### src/logic/adc_seq_pkg.sv
// constants, field layout and state types of the conversion sequencer
//------------------------------------------------------------
//------------------------------------------------------------
package adc_seq_pkg;
    localparam int         CLK_HZ         = 100_000_000;
    localparam int         OSC_SLOW_HZ    = 10_000_000;
    localparam int         OSC_FAST_HZ    = 20_000_000;
    localparam int         OSC_SLOW_DIV   = CLK_HZ / OSC_SLOW_HZ;
    localparam int         OSC_FAST_DIV   = CLK_HZ / OSC_FAST_HZ;
    localparam int         SAMPLE_CYCLES  = 6;
    localparam int         CONVERT_CYCLES = 10;
    localparam logic [1:0] ADDR_CW_A      = 2'h0;
    localparam logic [1:0] ADDR_CW_B      = 2'h1;
    localparam int         CWA_CHAN_LSB   = 0;
    localparam int         CWA_SWEEP_BIT  = 3;
    localparam int         CWA_SWSTRT_BIT = 7;
    localparam int         CWB_TEST_LSB   = 0;
    localparam int         CWB_RBACK_BIT  = 2;
    localparam int         CWB_FMT_BIT    = 3;
    localparam int         CWB_OSC_BIT    = 6;
    localparam int         CWB_RSVD_BIT   = 7;
    localparam logic [7:0] CW_A_RESET     = 8'h00;
    localparam logic [7:0] CW_B_RESET     = 8'h00;
    localparam logic [1:0] TEST_NONE      = 2'h0;
    localparam logic [1:0] TEST_LOW       = 2'h1;
    localparam logic [1:0] TEST_MID       = 2'h2;
    localparam logic [1:0] TEST_HIGH      = 2'h3;
    localparam logic [9:0] TEST_LOW_VAL   = 10'h000;
    localparam logic [9:0] TEST_MID_VAL   = 10'h200;
    localparam logic [9:0] TEST_HIGH_VAL  = 10'h3FF;
    localparam logic [9:0] TWOS_FLIP      = 10'h200;
    localparam logic [2:0] LAST_CH_MAX    = 3'h7;

    typedef enum logic [2:0] {
        ST_IDLE    = 3'b001,
        ST_SAMPLE  = 3'b010,
        ST_CONVERT = 3'b100
    } seq_state_e;
endpackage : adc_seq_pkg

### src/logic/adc_seq_top.sv
// conversion sequencer, control words and output bus of the converter
`timescale 1ns/1ps
module adc_seq_top #(
    parameter int NUM_CH = 8
) (
    input  wire logic       i_clk,
    input  wire logic       i_rst_n,
    input  wire logic       i_cs_n,
    input  wire logic       i_rd_n,
    input  wire logic       i_wr_n,
    input  wire logic [1:0] i_addr,
    input  wire logic [7:0] i_data,
    input  wire logic       i_conv_start_strobe_n,
    input  wire logic       i_ext_clk,
    input  wire logic       i_ext_clk_sel,
    input  wire logic       i_flag_mode,
    input  wire logic [9:0] i_core_result,
    output logic      [9:0] o_data,
    output logic            o_data_oe,
    output logic      [2:0] o_mux_ch,
    output logic            o_sampling,
    output logic            o_done_n,
    output logic            o_eoc,
    output logic            o_osc_fast
);
    if (NUM_CH != 1 && NUM_CH != 8) begin : g_chk
        $error("NUM_CH must be 1 or 8");
    end

    //------------------------------------------------------------
    // pin synchronisers
    //------------------------------------------------------------
    localparam int SY_CS   = 0;
    localparam int SY_RD   = 1;
    localparam int SY_WR   = 2;
    localparam int SY_STB  = 3;
    localparam int SY_EXT  = 4;
    localparam int SY_ESEL = 5;
    localparam int SY_FLAG = 6;
    localparam int SY_ADDR = 7;
    localparam int SY_DATA = 9;
    localparam int SY_W    = 17;

    logic [SY_W-1:0] lvl;
    logic [SY_W-1:0] rise;
    logic [SY_W-1:0] fall;
    logic            tick;

    pin_sync #(
        .W    (SY_W),
        .INIT (17'h0000F)
    ) u_sync (
        .i_clk   (i_clk),
        .i_rst_n (i_rst_n),
        .i_pin   ({i_data, i_addr, i_flag_mode, i_ext_clk_sel, i_ext_clk,
                   i_conv_start_strobe_n, i_wr_n, i_rd_n, i_cs_n}),
        .o_lvl   (lvl),
        .o_rise  (rise),
        .o_fall  (fall)
    );

    //------------------------------------------------------------
    // host strobes and control words
    //------------------------------------------------------------
    logic [7:0] cw_a_reg;
    logic [7:0] cw_a_next;
    logic [7:0] cw_b_reg;
    logic [7:0] cw_b_next;
    logic       cs_act;
    logic       rd_rise;
    logic       wr_rise;
    logic       selfcfg;
    logic       flag_md;
    logic [1:0] addr;
    logic [7:0] wdata;

    assign cs_act  = ~lvl[SY_CS];
    assign rd_rise = rise[SY_RD] & cs_act;
    assign wr_rise = rise[SY_WR] & cs_act;
    assign selfcfg = rd_rise & ~lvl[SY_WR];
    assign flag_md = lvl[SY_FLAG];
    assign addr    = lvl[SY_ADDR +: 2];
    assign wdata   = lvl[SY_DATA +: 8];

    always_comb begin
        cw_a_next = cw_a_reg;
        cw_b_next = cw_b_reg;
        if (selfcfg) begin
            cw_a_next = adc_seq_pkg::CW_A_RESET;
            cw_b_next = adc_seq_pkg::CW_B_RESET;
        end else if (wr_rise && addr == adc_seq_pkg::ADDR_CW_A) begin
            cw_a_next = wdata;
        end else if (wr_rise && addr == adc_seq_pkg::ADDR_CW_B) begin
            cw_b_next = wdata;
        end
    end

    always_ff @(posedge i_clk or negedge i_rst_n) begin
        if (!i_rst_n) begin
            cw_a_reg <= adc_seq_pkg::CW_A_RESET;
            cw_b_reg <= adc_seq_pkg::CW_B_RESET;
        end else begin
            cw_a_reg <= cw_a_next;
            cw_b_reg <= cw_b_next;
        end
    end

    // zero in every field gives strobe start, single channel, slow oscillator
    logic       sweep_on;
    logic       sweep_next;
    logic       sw_mode;
    logic       sw_mode_next;
    logic [2:0] chan_sel;
    logic [2:0] chan_next;
    logic [2:0] last_ch;
    logic [1:0] test_sel;

    // a set reserved bit keeps single mode, so host must write it as zero
    assign sweep_on     = (NUM_CH > 1) & cw_a_reg[adc_seq_pkg::CWA_SWEEP_BIT]
                          & ~cw_b_reg[adc_seq_pkg::CWB_RSVD_BIT];
    assign sweep_next   = (NUM_CH > 1) & cw_a_next[adc_seq_pkg::CWA_SWEEP_BIT]
                          & ~cw_b_next[adc_seq_pkg::CWB_RSVD_BIT];
    assign sw_mode      = cw_a_reg[adc_seq_pkg::CWA_SWSTRT_BIT];
    assign sw_mode_next = cw_a_next[adc_seq_pkg::CWA_SWSTRT_BIT];
    assign chan_sel     = (NUM_CH > 1) ? cw_a_reg[adc_seq_pkg::CWA_CHAN_LSB +: 3] : 3'h0;
    assign chan_next    = (NUM_CH > 1) ? cw_a_next[adc_seq_pkg::CWA_CHAN_LSB +: 3] : 3'h0;
    // sweep set grows two channels per code; codes above 3 sweep all eight
    assign last_ch      = chan_sel[2] ? adc_seq_pkg::LAST_CH_MAX
                                      : {chan_sel[1:0], 1'b1};
    assign test_sel     = cw_b_reg[adc_seq_pkg::CWB_TEST_LSB +: 2];

    //------------------------------------------------------------
    // conversion clock
    //------------------------------------------------------------
    conv_tick_gen u_tick (
        .i_clk      (i_clk),
        .i_rst_n    (i_rst_n),
        .i_ext_sel  (lvl[SY_ESEL]),
        .i_ext_rise (rise[SY_EXT]),
        .i_fast     (cw_b_reg[adc_seq_pkg::CWB_OSC_BIT]),
        .o_tick     (tick)
    );

    //------------------------------------------------------------
    // sample and convert sequencer
    //------------------------------------------------------------
    localparam logic [3:0] SMP_LAST = 4'(adc_seq_pkg::SAMPLE_CYCLES - 1);
    localparam logic [3:0] CNV_LAST = 4'(adc_seq_pkg::CONVERT_CYCLES - 1);

    adc_seq_pkg::seq_state_e state_reg;
    adc_seq_pkg::seq_state_e state_next;
    logic [3:0] cnt_reg;
    logic [3:0] cnt_next;
    logic [2:0] ch_reg;
    logic [2:0] ch_next;
    logic [9:0] res_reg;
    logic [9:0] res_next;
    logic       done_n_next;
    logic       eoc_reg;
    logic       eoc_next;
    logic       done;

    assign done = (state_reg == adc_seq_pkg::ST_CONVERT) && tick && cnt_reg == CNV_LAST
                  && !wr_rise && !selfcfg;

    always_comb begin
        state_next  = state_reg;
        cnt_next    = cnt_reg;
        ch_next     = ch_reg;
        res_next    = res_reg;
        done_n_next = 1'b1;
        eoc_next    = eoc_reg;
        if (selfcfg || wr_rise) begin
            // any write ends a running repetition and restarts the sequence
            ch_next    = sweep_next ? 3'h0 : chan_next;
            eoc_next   = 1'b1;
            cnt_next   = 4'h0;
            state_next = adc_seq_pkg::ST_IDLE;
            if (wr_rise && sw_mode_next) begin
                state_next = adc_seq_pkg::ST_SAMPLE;
            end
        end else begin
            case (state_reg)
                adc_seq_pkg::ST_IDLE: begin
                    cnt_next = 4'h0;
                    if (!sw_mode && fall[SY_STB]) begin
                        state_next = adc_seq_pkg::ST_SAMPLE;
                    end else if (sw_mode && rd_rise) begin
                        state_next = adc_seq_pkg::ST_SAMPLE;
                    end
                end
                adc_seq_pkg::ST_SAMPLE: begin
                    if (!sw_mode) begin
                        if (rise[SY_STB]) begin
                            state_next = adc_seq_pkg::ST_CONVERT;
                            cnt_next   = 4'h0;
                            eoc_next   = ~flag_md;
                        end
                    end else if (tick) begin
                        cnt_next = cnt_reg + 4'h1;
                        if (cnt_reg == SMP_LAST) begin
                            state_next = adc_seq_pkg::ST_CONVERT;
                            cnt_next   = 4'h0;
                            eoc_next   = ~flag_md;
                        end
                    end
                end
                adc_seq_pkg::ST_CONVERT: begin
                    if (tick) begin
                        cnt_next = cnt_reg + 4'h1;
                    end
                    if (done) begin
                        state_next  = adc_seq_pkg::ST_IDLE;
                        cnt_next    = 4'h0;
                        res_next    = i_core_result ^ (cw_b_reg[adc_seq_pkg::CWB_FMT_BIT]
                                      ? adc_seq_pkg::TWOS_FLIP : 10'h000);
                        done_n_next = flag_md;
                        eoc_next    = 1'b1;
                        if (!sweep_on) begin
                            ch_next = chan_sel;
                        end else if (ch_reg >= last_ch) begin
                            ch_next = 3'h0;
                        end else begin
                            ch_next = ch_reg + 3'h1;
                        end
                    end
                end
                default: begin
                    state_next = adc_seq_pkg::ST_IDLE;
                    cnt_next   = 4'h0;
                end
            endcase
        end
    end

    //------------------------------------------------------------
    // output bus
    //------------------------------------------------------------
    logic [9:0] data_next;
    logic       oe_next;

    // built from the new result so the bus is valid as the pulse falls
    always_comb begin
        oe_next = cs_act & ~lvl[SY_RD];
        if (cw_b_reg[adc_seq_pkg::CWB_RBACK_BIT]) begin
            // reserved bits return what was stored
            data_next = (test_sel == adc_seq_pkg::TEST_NONE)
                        ? {2'h0, cw_a_reg} : {2'h0, cw_b_reg};
        end else begin
            case (test_sel)
                adc_seq_pkg::TEST_NONE: data_next = res_next;
                adc_seq_pkg::TEST_LOW:  data_next = adc_seq_pkg::TEST_LOW_VAL;
                adc_seq_pkg::TEST_MID:  data_next = adc_seq_pkg::TEST_MID_VAL;
                adc_seq_pkg::TEST_HIGH: data_next = adc_seq_pkg::TEST_HIGH_VAL;
                default:                data_next = res_next;
            endcase
        end
    end

    always_ff @(posedge i_clk or negedge i_rst_n) begin
        if (!i_rst_n) begin
            state_reg  <= adc_seq_pkg::ST_IDLE;
            cnt_reg    <= 4'h0;
            ch_reg     <= 3'h0;
            res_reg    <= 10'h000;
            o_done_n   <= 1'b1;
            eoc_reg    <= 1'b1;
            o_data     <= 10'h000;
            o_data_oe  <= 1'b0;
            o_mux_ch   <= 3'h0;
            o_sampling <= 1'b0;
            o_osc_fast <= 1'b0;
        end else begin
            state_reg  <= state_next;
            cnt_reg    <= cnt_next;
            ch_reg     <= ch_next;
            res_reg    <= res_next;
            o_done_n   <= done_n_next;
            eoc_reg    <= eoc_next;
            o_data     <= data_next;
            o_data_oe  <= oe_next;
            o_mux_ch   <= ch_next;
            o_sampling <= (state_next == adc_seq_pkg::ST_SAMPLE);
            o_osc_fast <= cw_b_next[adc_seq_pkg::CWB_OSC_BIT];
        end
    end

    assign o_eoc = eoc_reg;

    logic quiet;
    assign quiet = !wr_rise && !selfcfg;
endmodule : adc_seq_top

### src/logic/pin_sync.sv
// two-flop synchronisers with level and edge outputs for host pins
`timescale 1ns/1ps
module pin_sync #(
    parameter int             W    = 1,
    parameter logic [W-1:0]   INIT = '0
) (
    input  wire logic         i_clk,
    input  wire logic         i_rst_n,
    input  wire logic [W-1:0] i_pin,
    output logic      [W-1:0] o_lvl,
    output logic      [W-1:0] o_rise,
    output logic      [W-1:0] o_fall
);
    logic [W-1:0] s1_reg;
    logic [W-1:0] s2_reg;
    logic [W-1:0] s3_reg;

    // edges compare the second and third stage; the first stage feeds only the second
    genvar b;
    for (b = 0; b < W; b++) begin : g_bit
        always_ff @(posedge i_clk or negedge i_rst_n) begin
            if (!i_rst_n) begin
                s1_reg[b] <= INIT[b];
                s2_reg[b] <= INIT[b];
                s3_reg[b] <= INIT[b];
            end else begin
                s1_reg[b] <= i_pin[b];
                s2_reg[b] <= s1_reg[b];
                s3_reg[b] <= s2_reg[b];
            end
        end
        assign o_lvl[b]  = s2_reg[b];
        assign o_rise[b] = s2_reg[b] & ~s3_reg[b];
        assign o_fall[b] = ~s2_reg[b] & s3_reg[b];
    end
endmodule : pin_sync

### src/logic/conv_tick_gen.sv
// conversion clock tick: internal oscillator divider or external clock edge
`timescale 1ns/1ps
module conv_tick_gen (
    input  wire logic i_clk,
    input  wire logic i_rst_n,
    input  wire logic i_ext_sel,
    input  wire logic i_ext_rise,
    input  wire logic i_fast,
    output logic      o_tick
);
    localparam logic [7:0] SLOW_LIM = 8'(adc_seq_pkg::OSC_SLOW_DIV - 1);
    localparam logic [7:0] FAST_LIM = 8'(adc_seq_pkg::OSC_FAST_DIV - 1);

    logic [7:0] div_reg;
    logic [7:0] div_next;
    logic       tick_reg;
    logic       tick_next;
    logic [7:0] lim;

    always_comb begin
        lim       = i_fast ? FAST_LIM : SLOW_LIM;
        div_next  = div_reg + 8'h01;
        tick_next = 1'b0;
        if (div_reg >= lim) begin
            div_next  = 8'h00;
            tick_next = ~i_ext_sel;
        end
        if (i_ext_sel) begin
            tick_next = i_ext_rise;
        end
    end

    always_ff @(posedge i_clk or negedge i_rst_n) begin
        if (!i_rst_n) begin
            div_reg  <= 8'h00;
            tick_reg <= 1'b0;
        end else begin
            div_reg  <= div_next;
            tick_reg <= tick_next;
        end
    end

    assign o_tick = tick_reg;
endmodule : conv_tick_gen

### config.mk
export PLATFORM = sky130hd
export DESIGN_NAME = adc_seq_top
export DESIGN_NICKNAME = d
export VERILOG_FILES = /design/src/logic/adc_seq_pkg.sv /design/src/logic/adc_seq_top.sv /design/src/logic/pin_sync.sv /design/src/logic/conv_tick_gen.sv
export SDC_FILE = /design/constraint.sdc
export NUM_CORES = 1
export LEC_CHECK = 0
export BUFFER_PORTS_ARGS = -buffer_cell sky130_fd_sc_hd__clkbuf_2
export CORE_ASPECT_RATIO = 1.4
export CORE_MARGIN = 2
export CORE_UTILIZATION = 44
export DETAILED_ROUTE_END_ITERATION = 10
export MAX_ROUTING_LAYER = met4
export SYNTH_ARGS = -nofsm -noshare
export SYNTH_HDL_FRONTEND = slang
export SYNTH_HIERARCHICAL = 1
export SYNTH_SLANG_ARGS = --single-unit
### constraint.sdc
create_clock -name i_clk -period 3.1 [get_ports i_clk]
set_input_delay 0.62 -clock i_clk [delete_from_list [all_inputs] [get_ports i_clk]]
set_output_delay 0.62 -clock i_clk [all_outputs]
set_load 0.01 [all_outputs]
==> impl_results.md <==
* Syn avg cell area at 13.0 um^2
* H-tree levels at 3
* Run status: finished clean
* Hold WC Path Type: primary input to asynchronous set/reset pin
* Nets at 394
* Post-CTS Setup Repair Bufs at 0
* Clock Skews at 0.00705 ns
* Vias/cell at 5.24
* Crit path cell chain: and2b_2 -> nand2b_1 -> a21oi_4 -> nor3_4 -> buf_4 -> mux2_2 -> o31a_1
* Final setup viols at 0
* Hold buffer count at cts at 0
* First-pass GRT wire length at 11600 um
* Worst Max-Slew Pin Slew at 0.933 ns
* Full die area at 9740 um^2
* Drt wl/cell at 14.5 um
* CTS tree: built
* FILL cells at 769
* Die Y at 116 um
* Clock slew at reported path FFs at 0.07 ns
* GP Congestion at 0.795
* Post-Synthesis Cell Area at 3940 um^2
* Cell Rows at 40
* Crit path time final at 2.45 ns
* WL final at 6740 um
* Initial Utilization at 45.5%
* Crit path max-delay cell type: dfstp_2
* Crit Reg-Reg Startpoint: u_sync/s3_reg[1]
* Global Route Usage Sum at 16.0%
* # IOs at 47
* DRC violations left at 0
* Leak at 2.29 nW
* Final Max Tran Viols at 0
* Antenna violations before repair at 0
* Setup ws final at 0.653 ns
* Slowest stage delay, CP at 0.51 ns
* Share of layout cells above drive strength 1 at 29.9%
* Area growth, synth to finish at 17.0%
* Drt first pass iters at 4
* DR iter-0 viols at 76
* Hold Violations, Final at 0
* Startpoint Class: register
* Synth Instances at 303
* CTS Buffer Depth at 2
* Port Buf Inserts at 46
* CP arrival at 2.68 ns
* Critical Setup Path Class: register to register
* Max cap viols at 0
* Commonest non-fill, non-tap cell in the layout: dfrtp_1
* CP max FO at 12
* Fin crit share at 78.9%
* DRT antenna net count at 0
* Cts bufs inserted at 9
* Peak VDD IR at 0.380 mV
* Largest net degree at the start of global routing at 98
* Post-CTS Resized at 0
* Clock network latency to the later pin of the worst-skew pair at 0.34 ns
* Root Driver: clkbuf_16
* Design Power at 0.00289 W
* R2R Setup Slk at 0.65 ns
* Data required time of the worst path at 3.33 ns
* Vias in the first global route at 2400
* Power per standard cell area at 626 nW/um^2
* Commonest non-fill, non-tap cells in the layout: dfrtp_1, clkbuf_2, nand2_1, nor2_1, a22o_1
* Core ar. at 8660 um^2
* CP endpoint kind: register
* R2R cell count at 7
* Synthesis Warnings at 6
* Max-slew headroom at 37.3%
* Post-DP HPWL at 4690 um
* Sink Count at 97
* Worst R2R End: o_data[2]
* Fmax at 409 MHz
* Crit. Startpoint: u_sync/s3_reg[1]
* Total negative slack at 0 ns
* Post-Place Worst Slack at 0.629 ns
* Gr ovfl total at 0
* Diodes inserted at 0
* Via count at 2444
* Unrepaired setup endpoints after global routing: false
* Die X-Extent at 84.0 um
worst max-delay path, delay by kind of cell, from the launching register on:
| kind | cells | cell delay (ns) |
|---|---|---|
| multiplexers | 1 | 0.35 |
| buffers and inverters | 1 | 0.26 |
| flip-flops | 1 | 0.51 |
| AO/OA/AOI/OAI | 2 | 0.36 |
| AND/OR/NAND/NOR | 3 | 0.86 |
stage by stage:
step | instances | area, um^2 | hold WS, ns | util [%]
final | 466 | 4610 | 0.298 | 53.2
after global routing | 466 | 4610 | 0.343 | 53.2
after CTS | 466 | 4610 | 0.340 | 53.2
after detailed placement | 450 | 4290 | 0.335 | 49.6
after global placement | 450 | 4290 | 0.332 | 49.6
after floorplan | 305 | 3950 | 0.324 | -
report_power, final:
part	internal [W]	total, W	switching [W]
registers	0.00136	0.00144	0.0000844
logic	0.000129	0.000274	0.000145
clock network	0.000708	0.00117	0.000466
total	0.00219	0.00289	0.000696
worst max-delay path by stage:
stage | end | slack (ns) | depth (start not counted)
after floorplan | o_data[7] | 1.01 | 6
after global placement | o_data[2] | 0.67 | 7
after detailed placement | o_data[2] | 0.63 | 7
after CTS | o_data[2] | 0.62 | 7
after global routing | o_data[2] | 0.47 | 7
final | o_data[2] | 0.65 | 7
layout make-up:
class | instances | area [um^2] | share of cell area [%]
repair buffers | 48 | 260 | 5.65
well taps | 105 | 131 | 2.85
multi-input cells | 188 | 1410 | 30.6
inverters | 12 | 45.0 | 0.977
clock buffers | 9 | 225 | 4.89
clock inverters | 7 | 92.6 | 2.01
flip-flops and latches | 97 | 2440 | 53.0
routing by layer:
layer,track usage (%),part of all wire [%],up-vias
met3,3.21,3.7,11
met5,-,0,-
met2,26.6,51,50
met4,8.06,2.5,0
met1,18.6,43,1196
li1,-,-,1187
Note: power is estimated with default switching activity, not from simulation.
